File: src/verilog/psct_params.svh
// constants for the pilot scheme coordination timers
`ifndef PSCT_PARAMS_SVH
`define PSCT_PARAMS_SVH

// ----------------------------------------------------------------
// timebase
// ----------------------------------------------------------------
`define PSCT_CLK_PERIOD_NS  10
`define PSCT_TICK_NS        1000000
`define PSCT_CYCLES_PER_MS  (`PSCT_TICK_NS / `PSCT_CLK_PERIOD_NS)

// ----------------------------------------------------------------
// widths and fixed settings
// ----------------------------------------------------------------
`define PSCT_MS_W           16
`define PSCT_STAMP_W        32
`define PSCT_CONTACTS       5
`define PSCT_HYB_ONE_RX_MS  16'h0050
`define PSCT_HYB_TWO_RX_MS  16'h0032
`define PSCT_ZERO_MS        16'h0000

// ----------------------------------------------------------------
// contact input bit positions
// ----------------------------------------------------------------
`define PSCT_CI_FIVE        0
`define PSCT_CI_SIX         1
`define PSCT_CI_EIGHT       2
`define PSCT_CI_NINE        3
`define PSCT_CI_TEN         4

`endif

File: src/verilog/psct_pkg.sv
// types shared by the pilot scheme coordination timers
`include "psct_params.svh"
package psct_pkg;

    // ----------------------------------------------------------------
    // scheme selection; codes 6 and 7 select nothing
    // ----------------------------------------------------------------
    typedef enum logic [2:0] {
        SCH_STEPPED,
        SCH_UNDERREACH,
        SCH_OVER_FIRST,
        SCH_OVER_SECOND,
        SCH_HYBRID,
        SCH_BLOCKING
    } psct_scheme_t;

    // ----------------------------------------------------------------
    // timer settings in milliseconds
    // ----------------------------------------------------------------
    typedef struct packed {
        logic [`PSCT_MS_W-1:0] tripIntegPu;
        logic [`PSCT_MS_W-1:0] reversalPu;
        logic [`PSCT_MS_W-1:0] reversalDo;
        logic [`PSCT_MS_W-1:0] breaker1Pu;
        logic [`PSCT_MS_W-1:0] breaker1Do;
        logic [`PSCT_MS_W-1:0] breaker2Pu;
        logic [`PSCT_MS_W-1:0] breaker2Do;
        logic [`PSCT_MS_W-1:0] weakInfeedPu;
        logic [`PSCT_MS_W-1:0] groundOcDo;
        logic [`PSCT_MS_W-1:0] distanceDo;
    } psct_settings_t;

    // ----------------------------------------------------------------
    // time-tagged breaker event
    // ----------------------------------------------------------------
    typedef struct packed {
        logic                     valid;
        logic                     open;
        logic [`PSCT_STAMP_W-1:0] stamp;
    } psct_event_t;

endpackage

File: src/verilog/psct_timer.sv
// pickup / dropout timer on the millisecond tick
`timescale 1ns/100ps
`include "psct_params.svh"
module psct_timer (
    input  wire logic                  core_clk,
    input  wire logic                  resetn,
    input  wire logic                  msTick,
    input  wire logic                  enable,
    input  wire logic                  inBit,
    input  wire logic [`PSCT_MS_W-1:0] pickupMs,
    input  wire logic [`PSCT_MS_W-1:0] dropoutMs,
    output logic                       outBit
);
    logic [`PSCT_MS_W-1:0] cnt_r;
    logic [`PSCT_MS_W-1:0] limit;

    assign limit = inBit ? pickupMs : dropoutMs;

    // ----------------------------------------------------------------
    // delay engine
    // ----------------------------------------------------------------
    // a disabled timer is held clear, so its setting never matters
    always_ff @(posedge core_clk) begin
        if (!resetn || !enable) begin
            outBit <= 1'b0;
            cnt_r  <= `PSCT_ZERO_MS;
        end else if (inBit == outBit) begin
            cnt_r <= `PSCT_ZERO_MS;              // glitch restarts the delay
        end else if (cnt_r >= limit) begin
            outBit <= inBit;
            cnt_r  <= `PSCT_ZERO_MS;
        end else if (msTick) begin
            cnt_r <= cnt_r + 16'h0001;
        end
    end
endmodule // psct_timer

File: src/verilog/psct_top.sv
// scheme-dependent coordination timers of the pilot tripping schemes
`timescale 1ns/100ps
`include "psct_params.svh"
module psct_top #(
    parameter int unsigned CYCLES_PER_MS = `PSCT_CYCLES_PER_MS
) (
    input  wire logic                         core_clk,
    input  wire logic                         resetn,
    input  wire logic [2:0]                   schemeSel,
    input  wire logic                         receiverCount,
    input  wire logic                         twoBreakers,
    input  wire logic                         singlePole,
    input  wire logic                         weakInfeedEnable,
    input  wire psct_pkg::psct_settings_t     settings,
    input  wire logic [`PSCT_CONTACTS-1:0]    contactIn,
    input  wire logic                         tripRequest,
    input  wire logic                         reverseFault,
    input  wire logic                         receiverIn,
    input  wire logic                         weakInfeedRequest,
    input  wire logic                         groundOcBlockIn,
    input  wire logic                         distanceBlockIn,
    output logic                              schemeValid,
    output logic                              pilotTrip,
    output logic                              reversalBlock,
    output logic                              keyTransmitter,
    output logic                              breakerOpen,
    output psct_pkg::psct_event_t             breakerEvent,
    output logic [`PSCT_MS_W-1:0]             hybridRxPickupMs,
    output logic                              hybridReceive,
    output logic                              weakInfeedTrip,
    output logic                              groundOcBlock,
    output logic                              zone4Block
);
    psct_pkg::psct_scheme_t  scheme;
    logic                    isStepped;
    logic                    isUnder;
    logic                    isOverFirst;
    logic                    isOverSecond;
    logic                    isHybrid;
    logic                    isBlocking;
    logic [31:0]             divCnt_r;
    logic                    msTick_r;
    logic [`PSCT_STAMP_W-1:0] msStamp_r;
    logic [`PSCT_CONTACTS-1:0] sync1_r;
    logic [`PSCT_CONTACTS-1:0] sync2_r;
    logic [`PSCT_CONTACTS-1:0] sync3_r;
    logic [`PSCT_CONTACTS-1:0] contact_r;
    logic                    bkr1Raw;
    logic                    bkr1Out;
    logic                    bkr2Out;
    logic                    bkrCombined;
    logic                    integIn;
    logic                    revEnable;
    logic [`PSCT_MS_W-1:0]   revPu;
    logic [`PSCT_MS_W-1:0]   revDo;
    logic                    blockFamily;

    // ----------------------------------------------------------------
    // scheme decode
    // ----------------------------------------------------------------
    // only one scheme can decode true; unused codes disable every timer
    assign scheme       = psct_pkg::psct_scheme_t'(schemeSel);
    assign schemeValid  = schemeSel <= 3'(psct_pkg::SCH_BLOCKING);
    assign isStepped    = scheme == psct_pkg::SCH_STEPPED;
    assign isUnder      = scheme == psct_pkg::SCH_UNDERREACH;
    assign isOverFirst  = scheme == psct_pkg::SCH_OVER_FIRST;
    assign isOverSecond = scheme == psct_pkg::SCH_OVER_SECOND;
    assign isHybrid     = scheme == psct_pkg::SCH_HYBRID;
    assign isBlocking   = scheme == psct_pkg::SCH_BLOCKING;
    assign blockFamily  = isBlocking || isHybrid || isOverSecond;

    // ----------------------------------------------------------------
    // millisecond timebase
    // ----------------------------------------------------------------
    // one shared tick keeps all timers in step at 1 ms resolution
    always_ff @(posedge core_clk) begin
        if (!resetn) begin
            divCnt_r <= 32'h0000_0000;
            msTick_r <= 1'b0;
        end else if (divCnt_r >= 32'(CYCLES_PER_MS - 1)) begin
            divCnt_r <= 32'h0000_0000;
            msTick_r <= 1'b1;
        end else begin
            divCnt_r <= divCnt_r + 32'h0000_0001;
            msTick_r <= 1'b0;
        end
    end

    // free-running millisecond stamp for event tagging
    always_ff @(posedge core_clk) begin
        if (!resetn) begin
            msStamp_r <= 32'h0000_0000;
        end else if (msTick_r) begin
            msStamp_r <= msStamp_r + 32'h0000_0001;
        end
    end

    // ----------------------------------------------------------------
    // contact input synchronisers
    // ----------------------------------------------------------------
    // a bit changes only when stages two and three agree, so one
    // metastable sample cannot flip the breaker state
    for (genvar i = 0; i < `PSCT_CONTACTS; i++) begin : g_sync
        always_ff @(posedge core_clk) begin
            if (!resetn) begin
                sync1_r[i]   <= 1'b0;
                sync2_r[i]   <= 1'b0;
                sync3_r[i]   <= 1'b0;
                contact_r[i] <= 1'b0;
            end else begin
                sync1_r[i] <= contactIn[i];
                sync2_r[i] <= sync1_r[i];
                sync3_r[i] <= sync2_r[i];
                if (sync2_r[i] == sync3_r[i]) begin
                    contact_r[i] <= sync3_r[i];
                end
            end
        end
    end

    // ----------------------------------------------------------------
    // breaker auxiliary-contact timers
    // ----------------------------------------------------------------
    // single-pole: breaker open only when all three phase contacts say so
    assign bkr1Raw = singlePole ?
        (contact_r[`PSCT_CI_EIGHT] && contact_r[`PSCT_CI_NINE]
            && contact_r[`PSCT_CI_TEN])
        : contact_r[`PSCT_CI_FIVE];

    psct_timer u_breaker1_aux_timer (
        .core_clk  (core_clk),
        .resetn    (resetn),
        .msTick    (msTick_r),
        .enable    (schemeValid),
        .inBit     (bkr1Raw),
        .pickupMs  (settings.breaker1Pu),
        .dropoutMs (settings.breaker1Do),
        .outBit    (bkr1Out)
    );

    psct_timer u_breaker2_aux_timer (
        .core_clk  (core_clk),
        .resetn    (resetn),
        .msTick    (msTick_r),
        .enable    (schemeValid && twoBreakers),
        .inBit     (contact_r[`PSCT_CI_SIX]),
        .pickupMs  (settings.breaker2Pu),
        .dropoutMs (settings.breaker2Do),
        .outBit    (bkr2Out)
    );

    assign bkrCombined = twoBreakers ? (bkr1Out && bkr2Out) : bkr1Out;

    // registered breaker state and event tag
    always_ff @(posedge core_clk) begin
        if (!resetn) begin
            breakerOpen  <= 1'b0;
            breakerEvent <= '0;
        end else begin
            breakerOpen        <= bkrCombined;
            breakerEvent.valid <= bkrCombined != breakerOpen;
            if (bkrCombined != breakerOpen) begin
                breakerEvent.open  <= bkrCombined;
                breakerEvent.stamp <= msStamp_r;
            end
        end
    end

    // blocking and hybrid schemes use the breaker only for events
    always_ff @(posedge core_clk) begin
        if (!resetn) begin
            keyTransmitter <= 1'b0;
        end else begin
            keyTransmitter <= bkrCombined
                && (isOverFirst || isOverSecond || isUnder);
        end
    end

    // ----------------------------------------------------------------
    // reversal coordination and trip integrator
    // ----------------------------------------------------------------
    // underreach zone-1 keying has no reversal race, so no delay at all
    assign revEnable = isOverFirst || isUnder;
    assign revPu     = isUnder ? `PSCT_ZERO_MS : settings.reversalPu;
    assign revDo     = isUnder ? `PSCT_ZERO_MS : settings.reversalDo;

    psct_timer u_reversal_coord_timer (
        .core_clk  (core_clk),
        .resetn    (resetn),
        .msTick    (msTick_r),
        .enable    (revEnable),
        .inBit     (reverseFault),
        .pickupMs  (revPu),
        .dropoutMs (revDo),
        .outBit    (reversalBlock)
    );

    // in the first overreach scheme only, a reversal seen first holds the permissive trip off
    assign integIn = tripRequest && !(isOverFirst && reversalBlock);

    psct_timer u_trip_integrator_timer (
        .core_clk  (core_clk),
        .resetn    (resetn),
        .msTick    (msTick_r),
        .enable    (schemeValid && !isStepped),
        .inBit     (integIn),
        .pickupMs  (settings.tripIntegPu),
        .dropoutMs (`PSCT_ZERO_MS),
        .outBit    (pilotTrip)
    );

    // ----------------------------------------------------------------
    // hybrid receive and weak infeed
    // ----------------------------------------------------------------
    assign hybridRxPickupMs = receiverCount ?
        `PSCT_HYB_TWO_RX_MS : `PSCT_HYB_ONE_RX_MS;

    psct_timer u_hybrid_receive_timer (
        .core_clk  (core_clk),
        .resetn    (resetn),
        .msTick    (msTick_r),
        .enable    (isHybrid),
        .inBit     (receiverIn),
        .pickupMs  (hybridRxPickupMs),
        .dropoutMs (`PSCT_ZERO_MS),
        .outBit    (hybridReceive)
    );

    // short receiver bursts during weak faults die inside the pickup
    psct_timer u_weak_infeed_trip_timer (
        .core_clk  (core_clk),
        .resetn    (resetn),
        .msTick    (msTick_r),
        .enable    (schemeValid && weakInfeedEnable),
        .inBit     (weakInfeedRequest),
        .pickupMs  (settings.weakInfeedPu),
        .dropoutMs (`PSCT_ZERO_MS),
        .outBit    (weakInfeedTrip)
    );

    // ----------------------------------------------------------------
    // transient blocking extension
    // ----------------------------------------------------------------
    psct_timer u_ground_overcurrent_block_timer (
        .core_clk  (core_clk),
        .resetn    (resetn),
        .msTick    (msTick_r),
        .enable    (blockFamily),
        .inBit     (groundOcBlockIn),
        .pickupMs  (`PSCT_ZERO_MS),
        .dropoutMs (settings.groundOcDo),
        .outBit    (groundOcBlock)
    );

    psct_timer u_distance_block_timer (
        .core_clk  (core_clk),
        .resetn    (resetn),
        .msTick    (msTick_r),
        .enable    (blockFamily),
        .inBit     (distanceBlockIn),
        .pickupMs  (`PSCT_ZERO_MS),
        .dropoutMs (settings.distanceDo),
        .outBit    (zone4Block)
    );
endmodule // psct_top

File: config.mk
export PLATFORM = sky130hd
export DESIGN_NAME = psct_top
export DESIGN_NICKNAME = d
export VERILOG_FILES = /design/src/verilog/psct_pkg.sv /design/src/verilog/psct_timer.sv /design/src/verilog/psct_top.sv
export VERILOG_INCLUDE_DIRS = /design/src /design/src/verilog
export SDC_FILE = /design/constraint.sdc
export NUM_CORES = 1
export LEC_CHECK = 0
export ABC_AREA = 1
export BUFFER_PORTS_ARGS = -buffer_cell sky130_fd_sc_hd__buf_2
export CORE_UTILIZATION = 40
export DETAILED_ROUTE_END_ITERATION = 8
export PLACE_DENSITY = 0.58
export SYNTH_ARGS = -nofsm -noshare
export SYNTH_HDL_FRONTEND = slang
export SYNTH_SLANG_ARGS = --single-unit
export TNS_END_PERCENT = 10
File: constraint.sdc
create_clock -name core_clk -period 2.8 [get_ports core_clk]
set_input_delay 0 -clock core_clk [delete_from_list [all_inputs] [get_ports core_clk]]
set_output_delay 0 -clock core_clk [all_outputs]
set_load 0.05 [all_outputs]
Word-level counts from Yosys, hierarchy flattened
Index checks and enable logic that the tools add are counted.
{"block": "totals", "register_bits": 257, "input_bits": 180, "out_inout_bits": 59, "wordCells": 155}
{"block": "classes", "addsub": 10, "order_cmp": 10, "n_eq_ne": 19, "mux": 14, "bitwise_logic": 9, "reduce_logical": 49}
{"cell": "$mux W16", "n": 9}
{"cell": "$add A16 B1 Y16 const B", "n": 8}
{"cell": "$ge A16 B16 Y1", "n": 8}
{"cell": "$add A32 B1 Y32 const B", "n": 2}
{"cell": "$ge A32 B17 Y1 const B", "n": 1}
{"cell": "$reduce_or A3 Y1", "n": 8}
{"cell": "$reduce_and A2 Y1", "n": 8}
{"cell": "$mux W7", "n": 2}
{"cell": "$eq A1 B1 Y1", "n": 13}
{"cell": "$logic_or A1 B1 Y1", "n": 12}
{"cell": "$logic_not A1 Y1", "n": 10}
{"cell": "$logic_and A1 B1 Y1", "n": 9}
{"cell": "$not A1 Y1", "n": 9}
{"cell": "$eq A3 B2 Y1 const B", "n": 2}
{"cell": "$eq A3 B3 Y1 const B", "n": 2}
{"cell": "$eq A3 B1 Y1 const B", "n": 1}
{"cell": "$le A3 B3 Y1 const B", "n": 1}
{"cell": "$logic_not A3 Y1", "n": 1}
{"cell": "$mux W1", "n": 3}
{"cell": "$reduce_or A2 Y1", "n": 1}
{"cell": "$ne A1 B1 Y1", "n": 1}

Longest topological paths before layout
Gate-level depths: netlist of run 1.
{"block": "depth", "word_depth": 7, "mapped_depth": 19, "depth_no_buf": 18}

Cells and area by module
Synthesis of run 1 repeated with hierarchy kept, for this count alone.
{"block": "hier_totals", "hier_cells": 2217, "area_unflattened_um2": 16254.3}
{"module": "psct_timer at u_breaker2_aux_timer ...", "n_inst": 5, "cells_per_inst": 185, "area_per_inst_um2": 1377.6, "seq_area_each_um2": 340.3}
{"module": "psct_top", "n_inst": 1, "cells_per_inst": 734, "area_per_inst_um2": 5200.0, "seq_area_each_um2": 2422.3}
{"module": "psct_timer at u_breaker1_aux_timer ...", "n_inst": 3, "cells_per_inst": 186, "area_per_inst_um2": 1388.8, "seq_area_each_um2": 340.3}

Worst setup path after synthesis of run 1
No wires, ideal clock.
{"block": "synth_timing", "path_kind": "reg-to-reg", "startpoint": "register u_reversal_coord_timer.outBit", "endpoint": "register u_trip_integrator_timer.cnt_r[3]", "setup_ns": 0.064, "arrival_time_ns": 2.400, "required_time_ns": 2.736, "path_slack_ns": 0.336, "stages_incl_launch_ff": 13, "n_path_buf": 2, "synth_period_minus_slack_ns": 2.464, "cell_sequence": "dfxtp_1 -> nand3_1 -> nand2_2 -> inv_1 -> clkbuf_1 -> nand2_1 -> ha_1 -> a21oi_1 -> o21ai_0 -> a21oi_1 -> nand4_2 -> buf_6 -> nor2_1"}
{"block": "synth_via", "elab_chain_cells": 6, "word_cells_on_any_way": 7, "cone_classes": "1 x order compare; 1 x eq/ne; 1 x mux; 4 x reduce/logical"}
{"element": "start, declared", "line": "psct_timer.sv:12", "text": "output logic outBit"}
{"element": "start signal, assigned", "line": "psct_timer.sv:30", "text": "outBit <= inBit;"}
{"element": "$logic_and A1 B1 Y1 *", "line": "psct_top.sv:199", "text": "assign integIn = tripRequest && !(isOverFirst && reversalBlock);"}
{"element": "$logic_not A1 Y1 *", "line": "psct_top.sv:199"}
{"element": "$logic_and A1 B1 Y1 *", "line": "psct_top.sv:199"}
{"element": "$mux W16", "line": "psct_timer.sv:17", "text": "assign limit = inBit ? pickupMs : dropoutMs;"}
{"element": "$ge A16 B16 Y1", "line": "psct_timer.sv:29", "text": "end else if (cnt_r >= limit) begin"}
{"element": "$reduce_or A3 Y1 (no source line) *"}
{"element": "end signal, assigned", "line": "psct_timer.sv:28", "text": "cnt_r <= `PSCT_ZERO_MS;"}
{"element": "end signal, assigned", "line": "psct_timer.sv:31", "text": "cnt_r <= `PSCT_ZERO_MS;"}
{"element": "end signal, assigned", "line": "psct_timer.sv:33", "text": "cnt_r <= cnt_r + 16'h0001;"}
{"element": "end, declared", "line": "psct_timer.sv:14", "text": "logic [`PSCT_MS_W-1:0] cnt_r;"}
Every way passes the cells marked *; elsewhere a longest branch is shown, timed or not.
A chain may end at the register's enable or synchronous reset.

Final worst setup path of run 1
{"block": "layout_timing", "startpoint": "input schemeSel[2]", "endpoint": "register u_reversal_coord_timer.cnt_r[1]"}
{"block": "layout_via", "elab_chain_cells": 5, "word_cells_on_any_way": 10, "cone_classes": "1 x order compare; 2 x eq/ne; 3 x mux; 4 x reduce/logical"}
{"element": "start, declared", "line": "psct_top.sv:9", "text": "input wire logic [2:0] schemeSel,"}
{"element": "$eq A3 B1 Y1 or $eq A3 B2 Y1 (tied branches)", "line": "psct_top.sv:65, psct_top.sv:66"}
{"element": "$mux W16 (tied with other cells)", "line": "psct_top.sv:185", "text": "assign revDo = isUnder ? `PSCT_ZERO_MS : settings.reversalDo;"}
{"element": "$mux W16 or $logic_not A1 Y1 (tied branches)", "line": "psct_timer.sv:17, psct_timer.sv:24"}
{"element": "$ge A16 B16 Y1 or $logic_or A1 B1 Y1 (tied branches)", "line": "psct_timer.sv:29, psct_timer.sv:24"}
{"element": "$reduce_or A3 Y1 (no source line) *"}
{"element": "end signal, assigned", "line": "psct_timer.sv:28"}
{"element": "end signal, assigned", "line": "psct_timer.sv:31"}
{"element": "end signal, assigned", "line": "psct_timer.sv:33"}
{"element": "end, declared", "line": "psct_timer.sv:14"}
Marks and branches as above.

==> out/results.ini, run 1 <==
[logic_synthesis]
synth_fa_ha_area_share_pct = 10.8
netlist_instances = 2008
ys_seq_area_share_pct = 35.1
synth_mux_area_share_pct = 2.68
synth_top_cell_area_share_pct = 35.1
ys_types = 43
synth_area_leaders = dfxtp_1 (35%), nand2_1 (12%), ha_1 (11%), nor2_1 (8.7%), xor2_1 (5.4%)
synth_ff_type = dfxtp_1
async_reset_ff_share_pct = 0
yosys.area_share.xor_xnor_pct = 7.57
synth_top_cell_by_area = dfxtp_1
synth_compound_gate_area_share_pct = 6.71
synth.avg_cell_area_sq_um = 7.30
yosys_warnings = 0
synth-edff-count = 0
yosys.area_share.simple_pct = 29.4
synth_area_sq_mm = 0.0147
ys_seq_elements = 257
synth_top_family_by_area = simple AND/OR/NAND/NOR gates

[clocking]
ctsLongestPathBuffers = 3
cts_buffers = 30
cts.sinks = 257
path_clk_slew_ps = 60
clk_latency_ps = 550
root_buffer = clkbuf_16
cts.htree.levels = 1
cts_tree = done

[global_route]
grt_overflow = 0
grt_pass1_vias = 12200
antenna_found_initial = 0
grt_max_degree = 74
grt_pass1_wl_microns = 57200
grt_use_total_pct = 18.0

[sta]
hold-worst-slack_ps = 30.6
min_period_ps = 2450
fin_skew_ps = 10.5
tns_ps = 0
fmax_mhz = 408
setup_viol = 0
finalWorstSetupSlack_ps = 350
rsz0062_at_grt = no
finalCritPeriodShare_pct = 87.5
finalMaxSlewViolations = 0
max_slew_margin_pct = 52.6
finalHoldViolCount = 0
worst_slew_pin_slew_ps = 711

[floorplanning]
die_area_sq_mm = 0.0374
initial_core_util_pct = 40.9
design.core.area_sq_mm = 0.0358
die_h_microns = 193
chipWidth_microns = 193
rows = 69
io_pins = 239

[setup_path]
cp_max_fo = 27
path_depth = 13
cp_slowest_cell = dlygate4sd3_1
reg2regPathDepth = 15
end_kind = register
crit_required_ps = 3260
startpoint_type = input port
crit_arrival_ps = 2910
crit_type = in -> reg
crit_chain = dlygate4sd3_1, buf_2, inv_2, nand3_2, nand2_1, nor2_1, a31oi_1, ha_1, a21oi_1, o21ai_0, a21oi_1, nand4_2, nor2_1
crit_buf_inv = 3
crit_family = simple AND/OR/NAND/NOR gates
max_stage_delay_ps = 530

[job]
maxCapViolCount = 0

[outcome]
violations = design-rule violations
status = complete, but fails checks

[finish]
fillCellCount = 3584
final_cell_mix = nand2_1 (467), nor2_1 (340), dfxtp_1 (256), buf_2 (225), inv_1 (204)
antennaDiodeCount = 0
synthToLayoutAreaGrowth_pct = 20.3
layout_commonest_cell = nand2_1
nNetsFinal = 2581
drive_above_1_share_pct = 15.8

[min_path]
hold_class = in -> reg
hold_depth = 5

[drt]
first_pass_iters = 9
drt_iter0_drc = 516
wirelength_microns = 33600
post-route-drc-count = 20
viasPerCell = 4.65
vias = 12800
ant_nets = 0
wl_per_cell_microns = 12.2

[place]
gp_congestion = 0.840
dp_slack_ps = 294
numPortBuffers = 225
dp_hpwl_microns = 25700

[power_and_ir_drop]
finalPower_mw = 8.85
power_density_mw_per_mm2 = 502
p_leak_nw = 8.08
vdd_ir_drop_max_mv = 0.411

## logic make-up (layout without fill, tap and decap cells)
family	after synthesis	after routing
XOR/XNOR	125	125
flip-flops	257	257
multiplexers	39	39
adder cells (fa/ha/maj)	126	126
AND/OR/NAND/NOR	998	998
AO/OA/AOI/OAI	191	191
buffers and inverters	270	526
other	2	36
## power breakdown
| group | internal [mW] | switching, mW |
|---|---|---|
| registers | 3.69 | 0.0159 |
| clock network | 2.95 | 1.56 |
| logic | 0.254 | 0.377 |
## synthesized netlist by cell type, types with 2 or more instances
library cell / count
xnor2_1: 32
a21oi_1: 107
buf_2: 13
nor3_2: 8
nand2_1: 467
a31oi_1: 10
clkbuf_1: 13
nor2_1: 340
buf_6: 5
o21ai_1: 17
xor2_1: 91
nand3_1: 56
nand3_2: 6
buf_4: 20
xor2_2: 2
o21ai_0: 52
buf_1: 7
nand2_2: 4
nor2_4: 4
dfxtp_1: 257
or2_2: 2
nor2_2: 24
a21oi_2: 2
inv_2: 8
nand4_1: 24
nor3_1: 24
mux2i_1: 37
mux2_2: 2
inv_1: 204
nor3b_4: 2
nor4_1: 12
nand4_2: 7
nand3b_1: 8
and3_1: 3
ha_1: 126
nor3b_1: 4
conb_1: 2
## per-stage QoR
step	cells	area, sq um	util, %
floorplan	2042	14800	-
global placement	2684	16300	45.4
detailed placement	2684	16300	45.4
CTS	2759	17600	49.2
global route	2759	17600	49.2
finish	2759	17600	49.2
## path summary, 6_finish.rpt
check                                  start                         endpoint  slack, ps
worst min register to register    sync1_r[4]                       sync2_r[4]        410
worst max register to register  contact_r[3]    u_breaker1_aux_timer.cnt_r[1]        390
worst max-delay path            schemeSel[2]  u_reversal_coord_timer.cnt_r[1]        350
worst min-delay path            reverseFault    u_reversal_coord_timer.outBit         30
## state kept, by name (all words and copies together), names as in the netlist, 5 cells and up
register and flops:
sync3_r 5, sync1_r 5, divCnt_r 32, u_trip_integrator_timer.cnt_r 16, u_distance_block_timer.cnt_r 16, u_weak_infeed_trip_timer.cnt_r 16
u_breaker1_aux_timer.cnt_r 16, contact_r 5, breakerEvent 34, msStamp_r 32, u_hybrid_receive_timer.cnt_r 16, u_ground_overcurrent_block_timer.cnt_r 16
u_reversal_coord_timer.cnt_r 16, sync2_r 5, u_breaker2_aux_timer.cnt_r 16
## cell type report
type	instances	area, sq um	share of cell area [%]
clock buffers	40	850	4.82
clock inverters	15	318	1.80
inverters	212	796	4.51
multi-input cells	1515	8510	48.2
flip-flops and latches	257	5150	29.2
well taps	461	577	3.27
repair buffers	259	1440	8.18
## layer usage
metal | vias up | share of wire, % | GRT usage, %
met1 | 5666 | 50 | 24.6
met2 | 228 | 44 | 30.2
met4 | 0 | 1.2 | 3.59
li1 | 6889 | - | -
met5 | - | 0 | 0
met3 | 33 | 4.6 | 2.37
## tightest hold or removal path: stages
cell	delay, ps
buf_2	170
inv_1	210
nand2_1	80
nand2_1	50
nor2_1	30
## timing repair
action,4_1_cts,5_1_grt
setup endpoints to repair,0,10
hold buffers,20,0
resized for setup,0,1
hold endpoints to repair,19,0
buffers inserted,0,0
Power figures use the tool's default switching activity.
==> inputs of run 2 (changes only) <==
--- a/config.mk
+++ b/config.mk
@@ -6,11 +6,10 @@
 export SDC_FILE = /design/constraint.sdc
 export NUM_CORES = 1
 export LEC_CHECK = 0
-export ABC_AREA = 1
 export BUFFER_PORTS_ARGS = -buffer_cell sky130_fd_sc_hd__buf_2
-export CORE_UTILIZATION = 40
+export CORE_UTILIZATION = 57
 export DETAILED_ROUTE_END_ITERATION = 8
-export PLACE_DENSITY = 0.58
+export PLACE_DENSITY = 0.79
 export SYNTH_ARGS = -nofsm -noshare
 export SYNTH_HDL_FRONTEND = slang
 export SYNTH_SLANG_ARGS = --single-unit
==> run 2 against run 1 <==
The flow now finishes without violations. Register-to-register slack got worse by 330 ps. Final area fell by 7.1%. Clock-buffer cell count rose by 1. Power fell by 9.8%. Synthesized cell count fell by 21%. Cell count fell by 21%. Setup slack got worse by 290 ps. Flip-flop and latch count did not move. Via count fell by 9.9%. Critical path type is now reg -> reg. Critical endpoint is now u_breaker1_aux_timer.cnt_r[11]. Highest routed layer is now met5.
==> out/results.ini, run 2 <==
[outcome]
status = finished, final reports clean  ; was complete, but fails checks

[power_and_ir_drop]
power_density_mw_per_mm2 = 487  ; was 502 mW/mm^2
vdd_ir_drop_max_mv = 0.424  ; was 0.411 mV
finalPower_mw = 7.98  ; was 8.85 mW
p_leak_nw = 6.85  ; was 8.08 nW

[logic_synthesis]
synth_area_leaders = dfxtp_1 (38%), ha_1 (12%), nand2_1 (6.2%), nor2_1 (5.8%), xor2_1 (5.6%)  ; was dfxtp_1 (35%), nand2_1 (12%), ha_1 (11%), nor2_1 (8.7%), xor2_1 (5.4%)
synth_top_cell_area_share_pct = 37.8  ; was 35.1%
synth.most_common_cell = dfxtp_1  ; was nand2_1
yosys_warnings = 0  ; unchanged
netlist_instances = 1578  ; was 2,008
synth-edff-count = 0  ; unchanged
ys_seq_area_share_pct = 37.8  ; was 35.1%
synth_ff_type = dfxtp_1  ; unchanged
synth_top_cell_by_area = dfxtp_1  ; unchanged
ys_types = 55  ; was 43
async_reset_ff_share_pct = 0  ; unchanged
yosys-top-cells-count = dfxtp_1 (257), nand2_1 (224), nor2_1 (211)  ; was nand2_1 (467), nor2_1 (340), dfxtp_1 (257)
synth.avg_cell_area_sq_um = 8.63  ; was 7.30 sq um
synth_area_sq_mm = 0.0136  ; was 0.0147 sq mm
ys_seq_elements = 257  ; unchanged

[sta]
finalHoldViolCount = 0  ; unchanged
finalWorstSetupSlack_ps = 59.1  ; was 350 ps
fin_skew_ps = 10.3  ; was 10.5 ps
finalCritPeriodShare_pct = 97.9  ; was 87.5%
max_slew_margin_pct = 47.4  ; was 52.6%
hold-worst-slack_ps = 47.0  ; was 30.6 ps
setup_viol = 0  ; unchanged
fmax_mhz = 365  ; was 408 MHz
worst_slew_pin_slew_ps = 788  ; was 711 ps
tns_ps = 0  ; unchanged
rsz0062_at_grt = yes  ; was no
min_period_ps = 2740  ; was 2450 ps
finalMaxSlewViolations = 0  ; unchanged

[global_route]
grt_pass1_wl_microns = 50200  ; was 57,200 microns
grt_overflow = 0  ; unchanged
grt_use_total_pct = 24.8  ; was 18.0%
grt_pass1_vias = 10900  ; was 12,200
antenna_found_initial = 5  ; was 0
grt_max_degree = 73  ; was 74

[setup_path]
end_kind = register  ; unchanged
cp_max_fo = 16  ; was 27
startpoint_type = register  ; was input port
max_stage_delay_ps = 410  ; was 530 ps
crit_type = reg -> reg  ; was in -> reg
reg2regPathDepth = 11  ; was 15
cp_slowest_cell = a2111o_1  ; was dlygate4sd3_1
crit_arrival_ps = 3210  ; was 2910 ps
crit_chain = nor2b_1, a41oi_2, buf_6, mux2_2, ha_1, nand2b_1, a2111o_1, a32oi_1, nand4_1, buf_6, nor2_1  ; was dlygate4sd3_1, buf_2, inv_2, nand3_2, nand2_1, nor2_1, a31oi_1, ha_1, a21oi_1, o21ai_0, a21oi_1, nand4_2, nor2_1
cpMostUsedCell = buf_6
crit_required_ps = 3270  ; was 3260 ps

[finish]
final_cell_mix = dfxtp_1 (255), buf_2 (225), nand2_1 (224), nor2_1 (211), ha_1 (126)  ; was nand2_1 (467), nor2_1 (340), dfxtp_1 (256), buf_2 (225), inv_1 (204)
largest_reg_flops = 34  ; unchanged
stdcell_area_sq_mm = 0.0164  ; was 0.0176 sq mm
synthToLayoutAreaGrowth_pct = 20.4  ; was 20.3%
fillCellCount = 1848  ; was 3,584
fin_util_pct = 69.8  ; was 49.2%
top_register = breakerEvent  ; unchanged
nNetsFinal = 2155  ; was 2,581
drive_above_1_share_pct = 17.8  ; was 15.8%
layout_commonest_cell = dfxtp_1  ; was nand2_1
fin_cells = 2190  ; was 2,759
largest_registers = breakerEvent x34, divCnt_r x32, msStamp_r x32  ; unchanged

[floorplanning]
initial_core_util_pct = 58.0  ; was 40.9%
io_pins = 239  ; unchanged
die_h_microns = 157  ; was 193 microns
die_area_sq_mm = 0.0245  ; was 0.0374 sq mm
rows = 56  ; was 69
chipWidth_microns = 157  ; was 193 microns
design.core.area_sq_mm = 0.0235  ; was 0.0358 sq mm

[place]
dp_slack_ps = -50.3  ; was 294 ps
dpl-instance-area_sq_mm = 0.0152  ; was 0.0163 sq mm
dp_hpwl_microns = 22300  ; was 25,700 microns
gp_congestion = 0.840  ; about the same
numPortBuffers = 225  ; unchanged
place_inst = 2113  ; was 2,684

[clocking]
clk_latency_ps = 540  ; was 550 ps
root_buffer = clkbuf_16  ; unchanged
cts.sinks = 257  ; unchanged
path_clk_slew_ps = 60  ; about the same
cts_buffers = 27  ; was 30
ctsLongestPathBuffers = 3  ; unchanged
cts_tree = done  ; unchanged
cts.htree.levels = 1  ; unchanged

[min_path]
hold_depth = 6  ; was 5
hold_class = in -> reg  ; unchanged

[drt]
vias = 11500  ; was 12,800
viasPerCell = 5.27  ; was 4.65
wl_per_cell_microns = 13.8  ; was 12.2 microns
post-route-drc-count = 0  ; was 20
first_pass_iters = 5  ; was 9
ant_nets = 0  ; unchanged
drt_iter0_drc = 514  ; was 516
wirelength_microns = 30200  ; was 33,600 microns

[job]
maxCapViolCount = 0  ; unchanged

==> run 2: cells by family (layout without fill, tap and decap cells) <==
logic type,after synthesis,in the layout,share of synthesized area (%)
AND/OR/NAND/NOR,731,731,25.7
flip-flops,257,257,37.8
XOR/XNOR,167,167,10.7
AO/OA/AOI/OAI,142,142,6.24
adder cells (fa/ha/maj),126,126,11.6
buffers and inverters,89,345,3.10
multiplexers,64,64,4.86
other,2,39,0.0551
==> run 2: repair_timing <==
action | CTS | global route
endpoints found under the hold margin | 26 | 0
pin swaps | 0 | 1
resized for setup | 1 | 7
setup endpoints to repair | 16 | 32
setup buffers | 0 | 1
hold buffers | 25 | 0
==> run 2: report_power, final <==
group	internal (mW)	leakage [nW]	switching, mW
combinational	0.263	4.30	0.316
sequential	3.69	2.08	0.0165
clock	2.24	0.469	1.45
==> run 2: cell type report <==
type,instances,area [sq um],share of cell area (%)
Tap cell,319,399,2.43
Antenna cell,3,7.51,0.0458
Inverter,24,90.1,0.550
Clock inverter,7,100,0.611
Clock buffer,41,838,5.11
Timing Repair Buffer,273,1590,9.69
Multi-Input combinational cell,1266,8220,50.2
Sequential cell,257,5150,31.4
==> run 2: worst max-delay path: cells and delay by family, from the launching register on <==
| kind | cells | cell delay, ps |
|---|---|---|
| muxes | 1 | 340 |
| buffers and inverters | 2 | 380 |
| and+or+nand+nor | 4 | 550 |
| AOI/OAI and AO/OA | 3 | 790 |
| DFF | 1 | 320 |
| adders and majority gates | 1 | 280 |
==> run 2: path summary, 6_finish.rpt <==
path | from | endpoint | slack (ps)
worst min register to register | sync1_r[1] | sync2_r[1] | 440
worst max register to register | contact_r[0] | u_breaker1_aux_timer.cnt_r[11] | 60
worst max-delay path | contact_r[0] | u_breaker1_aux_timer.cnt_r[11] | 60
worst min-delay path | settings[15] | u_distance_block_timer.outBit | 50
==> run 2: per-layer routing <==
layer,share of wire (%),vias to the layer above,GRT usage [%]
met4,1.9,4,6.86
met1,46,5302,32.2
met5,0.076,-,0
met2,47,246,42.3
li1,-,5938,-
met3,4.9,57,4.04
